==> config.mk <==
export PLATFORM = sky130hd
export DESIGN_NAME = interrupt_wake_controller
export DESIGN_NICKNAME = d
export VERILOG_FILES = /design/src/irq_wake_pkg.sv /design/src/interrupt_wake_controller.sv
export VERILOG_INCLUDE_DIRS = /design/src /design/src/src
export SDC_FILE = /design/constraint.sdc
export NUM_CORES = 1
export LEC_CHECK = 0
export ABC_AREA = 1
export BUFFER_PORTS_ARGS = -buffer_cell sky130_fd_sc_hd__buf_2
export CAP_MARGIN = 20
export CORE_MARGIN = 10
export CORE_UTILIZATION = 30
export DETAILED_ROUTE_END_ITERATION = 6
export PLACE_DENSITY = 0.59
export SYNTH_ARGS = -nofsm -noshare
export SYNTH_HDL_FRONTEND = slang
export SYNTH_SLANG_ARGS = --single-unit
==> constraint.sdc <==
create_clock -name mclk_i -period 2.2 [get_ports mclk_i]
set_input_delay 0.44 -clock mclk_i [delete_from_list [all_inputs] [get_ports mclk_i]]
set_output_delay 0.44 -clock mclk_i [all_outputs]
set_load 0.1 [all_outputs]
==> src/irq_wake_consts.svh <==
// What this block does
// - Enabled event pulls primary request low; priority too if critical
// - Interrupt during Sleep wakes into Reset mode
// - Wake-ups are interrupts; interrupts wake chip
// - Request outputs open-drain, active low only
// - Priority output serves critical sources only
// - One pending status bit per source
// - Global status flags pending categories
// - Write one clears status; zero no effect
// - Priority output releases only when its bits clear
// - Clearing bits releases primary, starts timer
// - Timer running: capture events, primary released
// - Timer expiry drives primary if pending
// - Status readable and clearable at all times
// - Chip reset low stops delay timer
// - Timer never affects priority output
// - Sources classed regular or diagnostic
// - Sleep with no regular enables resets
// - Sleep command while pending goes Reset
// - Four sources permanently enabled
// - Bus wake-up holds receive pin low
// - Repeated watchdog overflow while pending resets
`ifndef IRQ_WAKE_CONSTS_SVH
`define IRQ_WAKE_CONSTS_SVH

`define NUM_SRC 21
// Source bit positions.
`define SRC_CAN_FAIL 0
`define SRC_CAN_WAKE 1
`define SRC_CAN_SILENCE 2
`define SRC_LIN_A_WAKE 3
`define SRC_LIN_B_WAKE 4
`define SRC_WATCHDOG 5
`define SRC_OVERTEMP 6
`define SRC_FRAME_ERR 7
`define SRC_POWER_ON 8
`define SRC_SPI_FAIL 9
`define SRC_V1_UNDER 10
`define SRC_V2_UNDER 11
`define SRC_V2_OVER 12
`define SRC_BAT_UNDER 13
`define SRC_BAT_OVER 14
`define SRC_OVSD 15
`define SRC_SMPS 16
`define SRC_IO_OPEN 17
`define SRC_IO_SHORT 18
`define SRC_IO_RISE 19
`define SRC_IO_FALL 20
// Source class masks.
`define REGULAR_MASK 21'h18001A
`define ALWAYS_ON_MASK 21'h0081A0
`define PRIORITY_MASK 21'h01E440
`define CAT_SYSTEM_MASK 21'h000360
`define CAT_SUPPLY_MASK 21'h01FC00
`define CAT_XCVR_MASK 21'h00009F
`define CAT_BANK0_MASK 21'h1E0000
`define CAT_BANK1_MASK 21'h000000
// Register offsets and reset values.
`define ADDR_STATUS 8'h00
`define ADDR_ENABLE 8'h04
`define ADDR_GLOBAL 8'h08
`define ADDR_MODE 8'h0C
`define ENABLE_RESET 21'h000000
// Mode command codes.
`define MODE_CMD_SLEEP 3'h1
`define MODE_CMD_NORMAL 3'h7
// Timing.
`define IRQ_DELAY_TIMEOUT_US 1000
`define CLK_MHZ 100
`define IRQ_DELAY_CYC (`IRQ_DELAY_TIMEOUT_US * `CLK_MHZ)
`define RESET_HOLD_NS 200
`define RESET_HOLD_CYC ((`RESET_HOLD_NS * `CLK_MHZ) / 1000)

`endif

==> src/irq_wake_pkg.sv <==
package irq_wake_pkg;

    // Register port request from software.
    typedef struct packed {
        logic [7:0] addr;
        logic [31:0] wdata;
        logic wr;
        logic rd;
    } bus_req_t;

    // Chip operating mode, one-hot.
    typedef enum logic [2:0] {
        MODE_NORMAL = 3'b001,
        MODE_SLEEP = 3'b010,
        MODE_RESET = 3'b100
    } op_mode_t;

    // Open-drain pin drive pair.
    typedef struct packed {
        logic out;
        logic oe;
    } od_pin_t;

endpackage : irq_wake_pkg

==> src/interrupt_wake_controller.sv <==
// Chosen here: strobed register access and the placing of the registers.
`timescale 1ns/10ps
`default_nettype none
`include "irq_wake_consts.svh"

module interrupt_wake_controller #(
    parameter int unsigned IRQ_DELAY_CYC = `IRQ_DELAY_CYC
) (
    input wire logic mclk_i,
    input wire logic nrst_i,
    input wire irq_wake_pkg::bus_req_t bus_i,
    output logic [31:0] rdata_o,
    input wire logic [`NUM_SRC-1:0] event_i,
    input wire logic watchdog_overflow_i,
    input wire logic can_rx_i,
    input wire logic lin_a_rx_i,
    input wire logic lin_b_rx_i,
    output var irq_wake_pkg::od_pin_t irq_out_primary_n_o,
    output var irq_wake_pkg::od_pin_t irq_out_priority_n_o,
    output logic can_rx_out_o,
    output logic lin_a_rx_out_o,
    output logic lin_b_rx_out_o,
    output logic chip_reset_out_n_o,
    output var irq_wake_pkg::op_mode_t op_mode_o
);

    // ------------------------------------------------------------
    // Register access decode
    // ------------------------------------------------------------
    logic [`NUM_SRC-1:0] status;
    logic [`NUM_SRC-1:0] enable;
    logic [`NUM_SRC-1:0] eff_enable;
    logic [`NUM_SRC-1:0] clear_bits;
    logic [`NUM_SRC-1:0] set_bits;
    logic [4:0] global_status;
    logic wr_status;
    logic wr_enable;
    logic wr_mode;
    logic sleep_cmd;
    logic pending_any;
    logic wd_again;
    logic [31:0] delay_cnt;
    logic timer_run;
    logic [7:0] hold_cnt;
    irq_wake_pkg::op_mode_t mode;
    irq_wake_pkg::op_mode_t next_mode;

    // Write strobes for the status, enable and mode registers.
    assign wr_status = bus_i.wr && (bus_i.addr == `ADDR_STATUS);
    assign wr_enable = bus_i.wr && (bus_i.addr == `ADDR_ENABLE);
    assign wr_mode = bus_i.wr && (bus_i.addr == `ADDR_MODE);
    assign sleep_cmd = wr_mode && (bus_i.wdata[2:0] == `MODE_CMD_SLEEP);

    // Permanently enabled sources ignore their enable bits.
    assign eff_enable = enable | `ALWAYS_ON_MASK;

    // Events of enabled sources, bus and local wake-ups included.
    assign set_bits = event_i & eff_enable;
    // Only bits actually pending count as cleared.
    assign clear_bits = wr_status ? (bus_i.wdata[`NUM_SRC-1:0] & status) : '0;
    assign pending_any = |status;

    // A second watchdog overflow while its flag is still pending.
    assign wd_again = watchdog_overflow_i && status[`SRC_WATCHDOG];

    // ------------------------------------------------------------
    // Pending status and enables
    // ------------------------------------------------------------
    // Set wins over a clear in the same cycle; bits stay until cleared.
    always_ff @(posedge mclk_i or negedge nrst_i) begin
        if (!nrst_i) begin
            status <= '0;
        end else begin
            status <= (status & ~clear_bits) | set_bits;
        end
    end

    // Enable register written by software.
    always_ff @(posedge mclk_i or negedge nrst_i) begin
        if (!nrst_i) begin
            enable <= `ENABLE_RESET;
        end else if (wr_enable) begin
            enable <= bus_i.wdata[`NUM_SRC-1:0];
        end
    end

    // Category summary of pending bits.
    assign global_status[0] = |(status & `CAT_SYSTEM_MASK);
    assign global_status[1] = |(status & `CAT_SUPPLY_MASK);
    assign global_status[2] = |(status & `CAT_XCVR_MASK);
    assign global_status[3] = |(status & `CAT_BANK0_MASK);
    assign global_status[4] = |(status & `CAT_BANK1_MASK);

    // Read data one cycle after the read strobe; unmapped reads as zero.
    always_ff @(posedge mclk_i or negedge nrst_i) begin
        if (!nrst_i) begin
            rdata_o <= '0;
        end else if (bus_i.rd) begin
            case (bus_i.addr)
                `ADDR_STATUS: rdata_o <= {11'h000, status};
                `ADDR_ENABLE: rdata_o <= {11'h000, eff_enable};
                `ADDR_GLOBAL: rdata_o <= {27'h0000000, global_status};
                `ADDR_MODE: rdata_o <= {29'h00000000, mode};
                default: rdata_o <= '0;
            endcase
        end else begin
            rdata_o <= '0;
        end
    end

    // ------------------------------------------------------------
    // Interrupt delay timer
    // ------------------------------------------------------------
    // Restarts on any clear, stops at once while chip reset is low.
    always_ff @(posedge mclk_i or negedge nrst_i) begin
        if (!nrst_i) begin
            delay_cnt <= '0;
        end else if (!chip_reset_out_n_o) begin
            delay_cnt <= '0;
        end else if (|clear_bits) begin
            delay_cnt <= IRQ_DELAY_CYC;
        end else if (delay_cnt != '0) begin
            delay_cnt <= delay_cnt - 32'h00000001;
        end
    end
    assign timer_run = (delay_cnt != '0);

    // ------------------------------------------------------------
    // Request outputs
    // ------------------------------------------------------------
    // Pins only ever pull low; released means enable off.
    always_ff @(posedge mclk_i or negedge nrst_i) begin
        if (!nrst_i) begin
            irq_out_primary_n_o <= '0;
            irq_out_priority_n_o <= '0;
        end else begin
            irq_out_primary_n_o.out <= 1'b0;
            irq_out_priority_n_o.out <= 1'b0;
            irq_out_primary_n_o.oe <= pending_any && !timer_run && !(|clear_bits) && !wd_again
                                      ? 1'b1 : (|set_bits && !timer_run && !(|clear_bits));
            irq_out_priority_n_o.oe <= |(((status & ~clear_bits) | set_bits) & `PRIORITY_MASK);
        end
    end

    // ------------------------------------------------------------
    // Receive pins
    // ------------------------------------------------------------
    // Bus wake-up flags hold the matching receive output low.
    always_ff @(posedge mclk_i or negedge nrst_i) begin
        if (!nrst_i) begin
            can_rx_out_o <= 1'b1;
            lin_a_rx_out_o <= 1'b1;
            lin_b_rx_out_o <= 1'b1;
        end else begin
            can_rx_out_o <= can_rx_i && !status[`SRC_CAN_WAKE];
            lin_a_rx_out_o <= lin_a_rx_i && !status[`SRC_LIN_A_WAKE];
            lin_b_rx_out_o <= lin_b_rx_i && !status[`SRC_LIN_B_WAKE];
        end
    end

    // ------------------------------------------------------------
    // Mode control
    // ------------------------------------------------------------
    // Sleep guard, wake-up and watchdog reset decisions.
    always_comb begin
        next_mode = mode;
        case (mode)
            irq_wake_pkg::MODE_NORMAL: begin
                if (wd_again) begin
                    next_mode = irq_wake_pkg::MODE_RESET;
                end else if (sleep_cmd) begin
                    if ((enable & `REGULAR_MASK) == '0) begin
                        next_mode = irq_wake_pkg::MODE_RESET;
                    end else if (pending_any) begin
                        next_mode = irq_wake_pkg::MODE_RESET;
                    end else begin
                        next_mode = irq_wake_pkg::MODE_SLEEP;
                    end
                end
            end
            irq_wake_pkg::MODE_SLEEP: begin
                if (pending_any) begin
                    next_mode = irq_wake_pkg::MODE_RESET;
                end
            end
            irq_wake_pkg::MODE_RESET: begin
                if (hold_cnt == 8'(`RESET_HOLD_CYC - 1)) begin
                    next_mode = irq_wake_pkg::MODE_NORMAL;
                end
            end
            default: next_mode = irq_wake_pkg::MODE_RESET;
        endcase
    end

    // Mode register; a fresh reset starts in Reset mode.
    always_ff @(posedge mclk_i or negedge nrst_i) begin
        if (!nrst_i) begin
            mode <= irq_wake_pkg::MODE_RESET;
        end else begin
            mode <= next_mode;
        end
    end

    // Counts the length of the Reset mode pulse.
    always_ff @(posedge mclk_i or negedge nrst_i) begin
        if (!nrst_i) begin
            hold_cnt <= '0;
        end else if (mode == irq_wake_pkg::MODE_RESET) begin
            hold_cnt <= hold_cnt + 8'h01;
        end else begin
            hold_cnt <= '0;
        end
    end

    assign chip_reset_out_n_o = (mode == irq_wake_pkg::MODE_NORMAL);
    assign op_mode_o = mode;
endmodule : interrupt_wake_controller

`default_nettype wire

# ---- Word-level counts from Yosys, hierarchy flattened
# Index checks and enable logic that the tools add are counted.
dict set report totals {
  wordCells 76
  output_inout_bits 43
  memories 0
  rom_bits 0
  inputBits 69
  latch_bits 0
  regBits 111
  ramBits 0
}
dict set report op_classes {
  magnitude_cmp 0
  n_div 0
  n_eq_ne 12
  n_mul 0
  shifts 0
  muxes 15
  n_addsub 2
  bitwise_logic 5
  n_reduce_logical 31
}
# op count
set ops {}
lappend ops {{2-to-1 mux 32 bit} 3}
lappend ops {{case mux 21 bit (4 select lines)} 1}
lappend ops {{bitwise AND 21 bit} 3}
lappend ops {{OR reduction 21 bit} 3}
lappend ops {{2-to-1 mux 21 bit} 2}
lappend ops {{nonzero test 32 bit} 1}
lappend ops {{subtractor 32 x 1 -> 32 bit, second input constant} 1}
lappend ops {{zero test 21 bit} 1}
lappend ops {{inverter 21 bit} 1}
lappend ops {{OR 21 bit} 1}
lappend ops {{2-to-1 mux 3 bit} 6}
lappend ops {{== test 8 x 4 -> 1 bit, second input constant} 2}
lappend ops {{logical AND 1 bit} 13}
lappend ops {{OR reduction 6 bit} 2}
lappend ops {{case mux 3 bit (3 select lines)} 1}
lappend ops {{adder 8 x 1 -> 8 bit, second input constant} 1}
lappend ops {{== test 8 x 3 -> 1 bit, second input constant} 1}
lappend ops {{== test 8 x 5 -> 1 bit, second input constant} 1}
lappend ops {{zero test 8 bit} 1}
lappend ops {{2-to-1 mux 8 bit} 1}
lappend ops {{OR reduction 4 bit} 2}
lappend ops {{OR reduction 7 bit} 1}
lappend ops {{== test 3 x 1 -> 1 bit, second input constant} 2}
lappend ops {{zero test 1 bit} 6}
lappend ops {{other kinds (6)} 8}

# ---- Longest topological paths before layout
dict set report depth {
  depth_word 8
  mapped_depth 13
  mapped_depth_nobuf 12
}

# ---- Least setup slack after synthesis
# No wires, ideal clock.
dict set report synth_timing {
  path_kind {reg2out}
  startpoint {reg mode[0] (netlist: op_mode_o[0])}
  endpoint {out chip_reset_out_n_o}
  t_required_ns 1.760
  n_path_buf 1
  arrival_ns 2.487
  path_stages_with_launch 4
  setup_slack_ns -0.727
  path_cell_list {dfrtp_1 -> inv_1 -> nor3_2 -> clkbuf_1}
}
dict set report synth_via {
  elab_chain_cells 1
}
# item line
set synth_lines {}
lappend synth_lines {{start, declared} interrupt_wake_controller.sv:45} ;# irq_wake_pkg::op_mode_t mode;
lappend synth_lines {{start signal, assigned} interrupt_wake_controller.sv:198} ;# mode <= irq_wake_pkg::MODE_RESET;
lappend synth_lines {{start signal, assigned} interrupt_wake_controller.sv:200} ;# mode <= next_mode;
lappend synth_lines {{== test 3 x 1 -> 1 bit} interrupt_wake_controller.sv:215} ;# assign chip_reset_out_n_o = (mode == irq_wake_pkg::MODE_NORMAL);
lappend synth_lines {{end, declared} interrupt_wake_controller.sv:23} ;# output logic chip_reset_out_n_o,
# No other way between the ends.

# ---- Worst setup path after layout
dict set report layout_timing {
  startpoint {reg mode[1] (netlist: op_mode_o[1])}
  endpoint {out chip_reset_out_n_o}
}
# The elaborated chain is that of the path after synthesis.

==> metrics.yaml <==
setup_path:
  critPathBufInv: 2
  end_kind: "primary output"
  cp.depth: 3
  crit_type: "reg -> out"
  max_stage_delay_ns: 0.45
  worstPathCellList: "nor3_4, buf_4, buf_12"
  path_max_fanout: 10
  ff2ff_path_depth: 7
  cp.arrival_ns: 1.57
  required_ns: 1.76
  slowest_stage: "dfrtp_1"
  crit_family: "flip-flops"
  start_kind: "register"
global_route:
  grt_max_degree: 40
  grt_pass1_vias: 4967
  grt_pass1_wl_um: 25900
  antenna_found_initial: 0
  grtUsageTotal: 0.126
  overflow: 0
sta:
  fin_skew_ns: 0.0117
  fin_crit_sh: 0.914
  whs_ns: 0.0655
  setup_tns_ns: 0
  fin_crit_ns: 2.01
  timing.final.hold_violations: 0
  fmax_ghz: 0.497
  worstMarginPinSlew_ns: 0.547
  setup_violations: 0
  rsz0062_at_grt: "no"
  relSlewSlack: 0.636
  slew_violations: 0
clocking:
  cts.clk_slew.worst_paths_ns: 0.07
  insertion_delay_ns: 0.36
  cts_sinks: 107
  cts_tree: "yes"
  cts.hold.buffers_added: 0
  clk_path_buf_depth: 2
  cts_resized: 0
  cts_buffers: 9
  cts_root_buffer: "clkbuf_16"
  post_cts_buffers: 0
  h-tree-depth: 3
floorplanning:
  fp.dieW_um: 159
  start_util: 0.307
  dieHeight_um: 159
  dieArea_mm2: 0.0253
  coreArea_mm2: 0.0189
  ios: 112
  rows: 50
drt:
  vias: 5048
  vias_per_cell: 4.63
  wl_per_cell_um: 14.6
  routed_wl_um: 16000
  drt-met1-wl_um: 7570
  met2_length_um: 7370
  wl_met3_um: 729
  drc_errors: 0
  highest_layer: "met4"
  ant_nets: 0
  drtIter0Drc: 307
  drt_first_pass_iters: 5
finish:
  mostFrequentLayoutCells: "192 x nand2_1, 110 x nor2_1, 102 x dfrtp_1, 85 x buf_2, 61 x inv_1"
  fillerInstances: 2043
  drive_above_1_share: 0.196
  layout.nets: 897
  layout_commonest_cell: "nand2_1"
  final_util: 0.369
  syn_to_final_growth_pct: 20.0
  antenna_cells: 0
run:
  maxCapViolCount: 0
synth:
  syn_inst: 725
  yosysUniqueCellTypes: 39
  ys_seq_elements: 107
  yosys_warnings: 0
  synth_seq_area_share: 0.462
  syn_area_mm2: 0.00580
  syn_area_per_cell_um2: 8.01
min_path:
  hold_class: "in -> async"
run_status:
  outcome: "finished, final reports clean"
placed_design:
  numPortBuffers: 87
  hpwl_um: 12500
  gp_congestion: 0.875
power:
  power_leakage_nw: 3.71
  ir_worst_vdd_mv: 0.665
  p_per_area_mw_per_mm2: 1480
-- power by group --
| part | leakage (nW) | switching [W] | internal (W) |
|---|---|---|---|
| combinational | 2.15 | 0.00347 | 0.00222 |
| sequential | 1.41 | 0.000437 | 0.00239 |
| clock | 0.157 | 0.000750 | 0.00100 |
-- flip-flops by register name, indices dropped and copies added (netlist names) --
register	count
irq_out_priority_n_o	1
delay_cnt	32
status	21
enable	17
hold_cnt	8
irq_out_primary_n_o	1
lin_b_rx_out_o	1
lin_a_rx_out_o	1
can_rx_out_o	1
op_mode_o	3
rdata_o	21
-- worst register-to-register path, cell delays in order (launching register included) --
cell     delay (ns)
dfrtp_1        0.39
or2_2          0.32
nor4_1         0.27
nand4_1        0.22
nor2_1         0.22
and2_4         0.21
buf_12         0.14
nor2_1         0.05
-- Yosys cell counts --
cell type	n	share of area
nand2_1	192	0.12
nor2_1	110	0.071
dfrtp_1	103	0.44
inv_1	61	0.039
nand3_1	38	0.033
nand4_1	34	0.037
a21oi_1	26	0.022
xor2_1	21	0.032
buf_4	19	0.025
mux2_2	15	0.029
nand3b_1	14	0.018
nor3_1	11	0.0095
clkbuf_1	7	0.0045
nor4_1	7	0.0075
xnor2_1	7	0.011
buf_2	6	0.0052
o211ai_1	6	0.0078
o21ai_0	6	0.0052
a21o_1	5	0.0065
dfstp_2	4	0.018
nor2_2	4	0.0043
or2_2	4	0.0043
ha_1	3	0.0065
nor2_4	3	0.0058
o211ai_2	3	0.0065
a41oi_1	2	0.0030
mux2_1	2	0.0039
a211oi_1	1	0.0013
a21boi_0	1	0.0013
a22o_1	1	0.0015
and2_4	1	0.0015
and3_1	1	0.0011
buf_6	1	0.0019
conb_1	1	0.00065
nand2_2	1	0.0011
nand2_4	1	0.0019
nor3_2	1	0.0017
nor4b_1	1	0.0015
o21bai_1	1	0.0013
-- routing by layer --
metal / track usage / vias to the layer above
li1: - / 2530
met1: 0.164 / 2376
met2: 0.200 / 125
met3: 0.0300 / 17
met4: 0.0459 / 0
met5: 0 / -
-- area by class of cell --
class	count	area, um^2	share of cell area
Multi-Input combinational cell	536	2730	0.393
Sequential cell	107	2680	0.385
Timing Repair Buffer	110	676	0.0970
Tap cell	260	325	0.0467
Clock buffer	10	229	0.0329
Inverter	61	229	0.0329
Clock inverter	6	87.6	0.0126
-- metrics by stage --
stage          cells  total power [W]  setup slack (ns)  instance area, um^2
2_1_floorplan    737          0.00724            0.0387                 5850
3_3_place_gp    1074          0.00856            0.0896                 6650
4_1_cts         1090           0.0104             0.172                 6960
3_5_place_dp    1074          0.00855            0.0441                 6650
6_report        1090           0.0103             0.190                 6960
5_1_grt         1090           0.0112            0.0712                 6960
-- logic make-up after synthesis --
family	after synthesis	share of synthesized area
AO/OA/AOI/OAI	52	0.0567
adder cells (fa/ha/maj)	3	0.00647
multiplexers	17	0.0330
flip-flops	107	0.462
other	1	0.000646
buffers and inverters	94	0.0757
XOR/XNOR	28	0.0423
AND/OR/NAND/NOR	423	0.323
-- path summary, 6_finish.rpt --
check	start	endpoint	slack, ns
worst max register to register	delay_cnt[29]$_DFFE_PN0P_	delay_cnt[31]$_DFFE_PN0P_	0.26
max in group asynchronous	nrst_i	lin_a_rx_out_o$_DFF_PN1_	1.48
worst min register to register	hold_cnt[7]$_DFF_PN0_	hold_cnt[7]$_DFF_PN0_	0.46
worst min-delay path	nrst_i	delay_cnt[31]$_DFFE_PN0P_	0.07
worst max-delay path	op_mode_o[1]$_DFFE_PN0P_	chip_reset_out_n_o	0.19
min in group mclk_i	lin_a_rx_i	lin_a_rx_out_o$_DFF_PN1_	0.24
(Power assumes the default switching activity.)
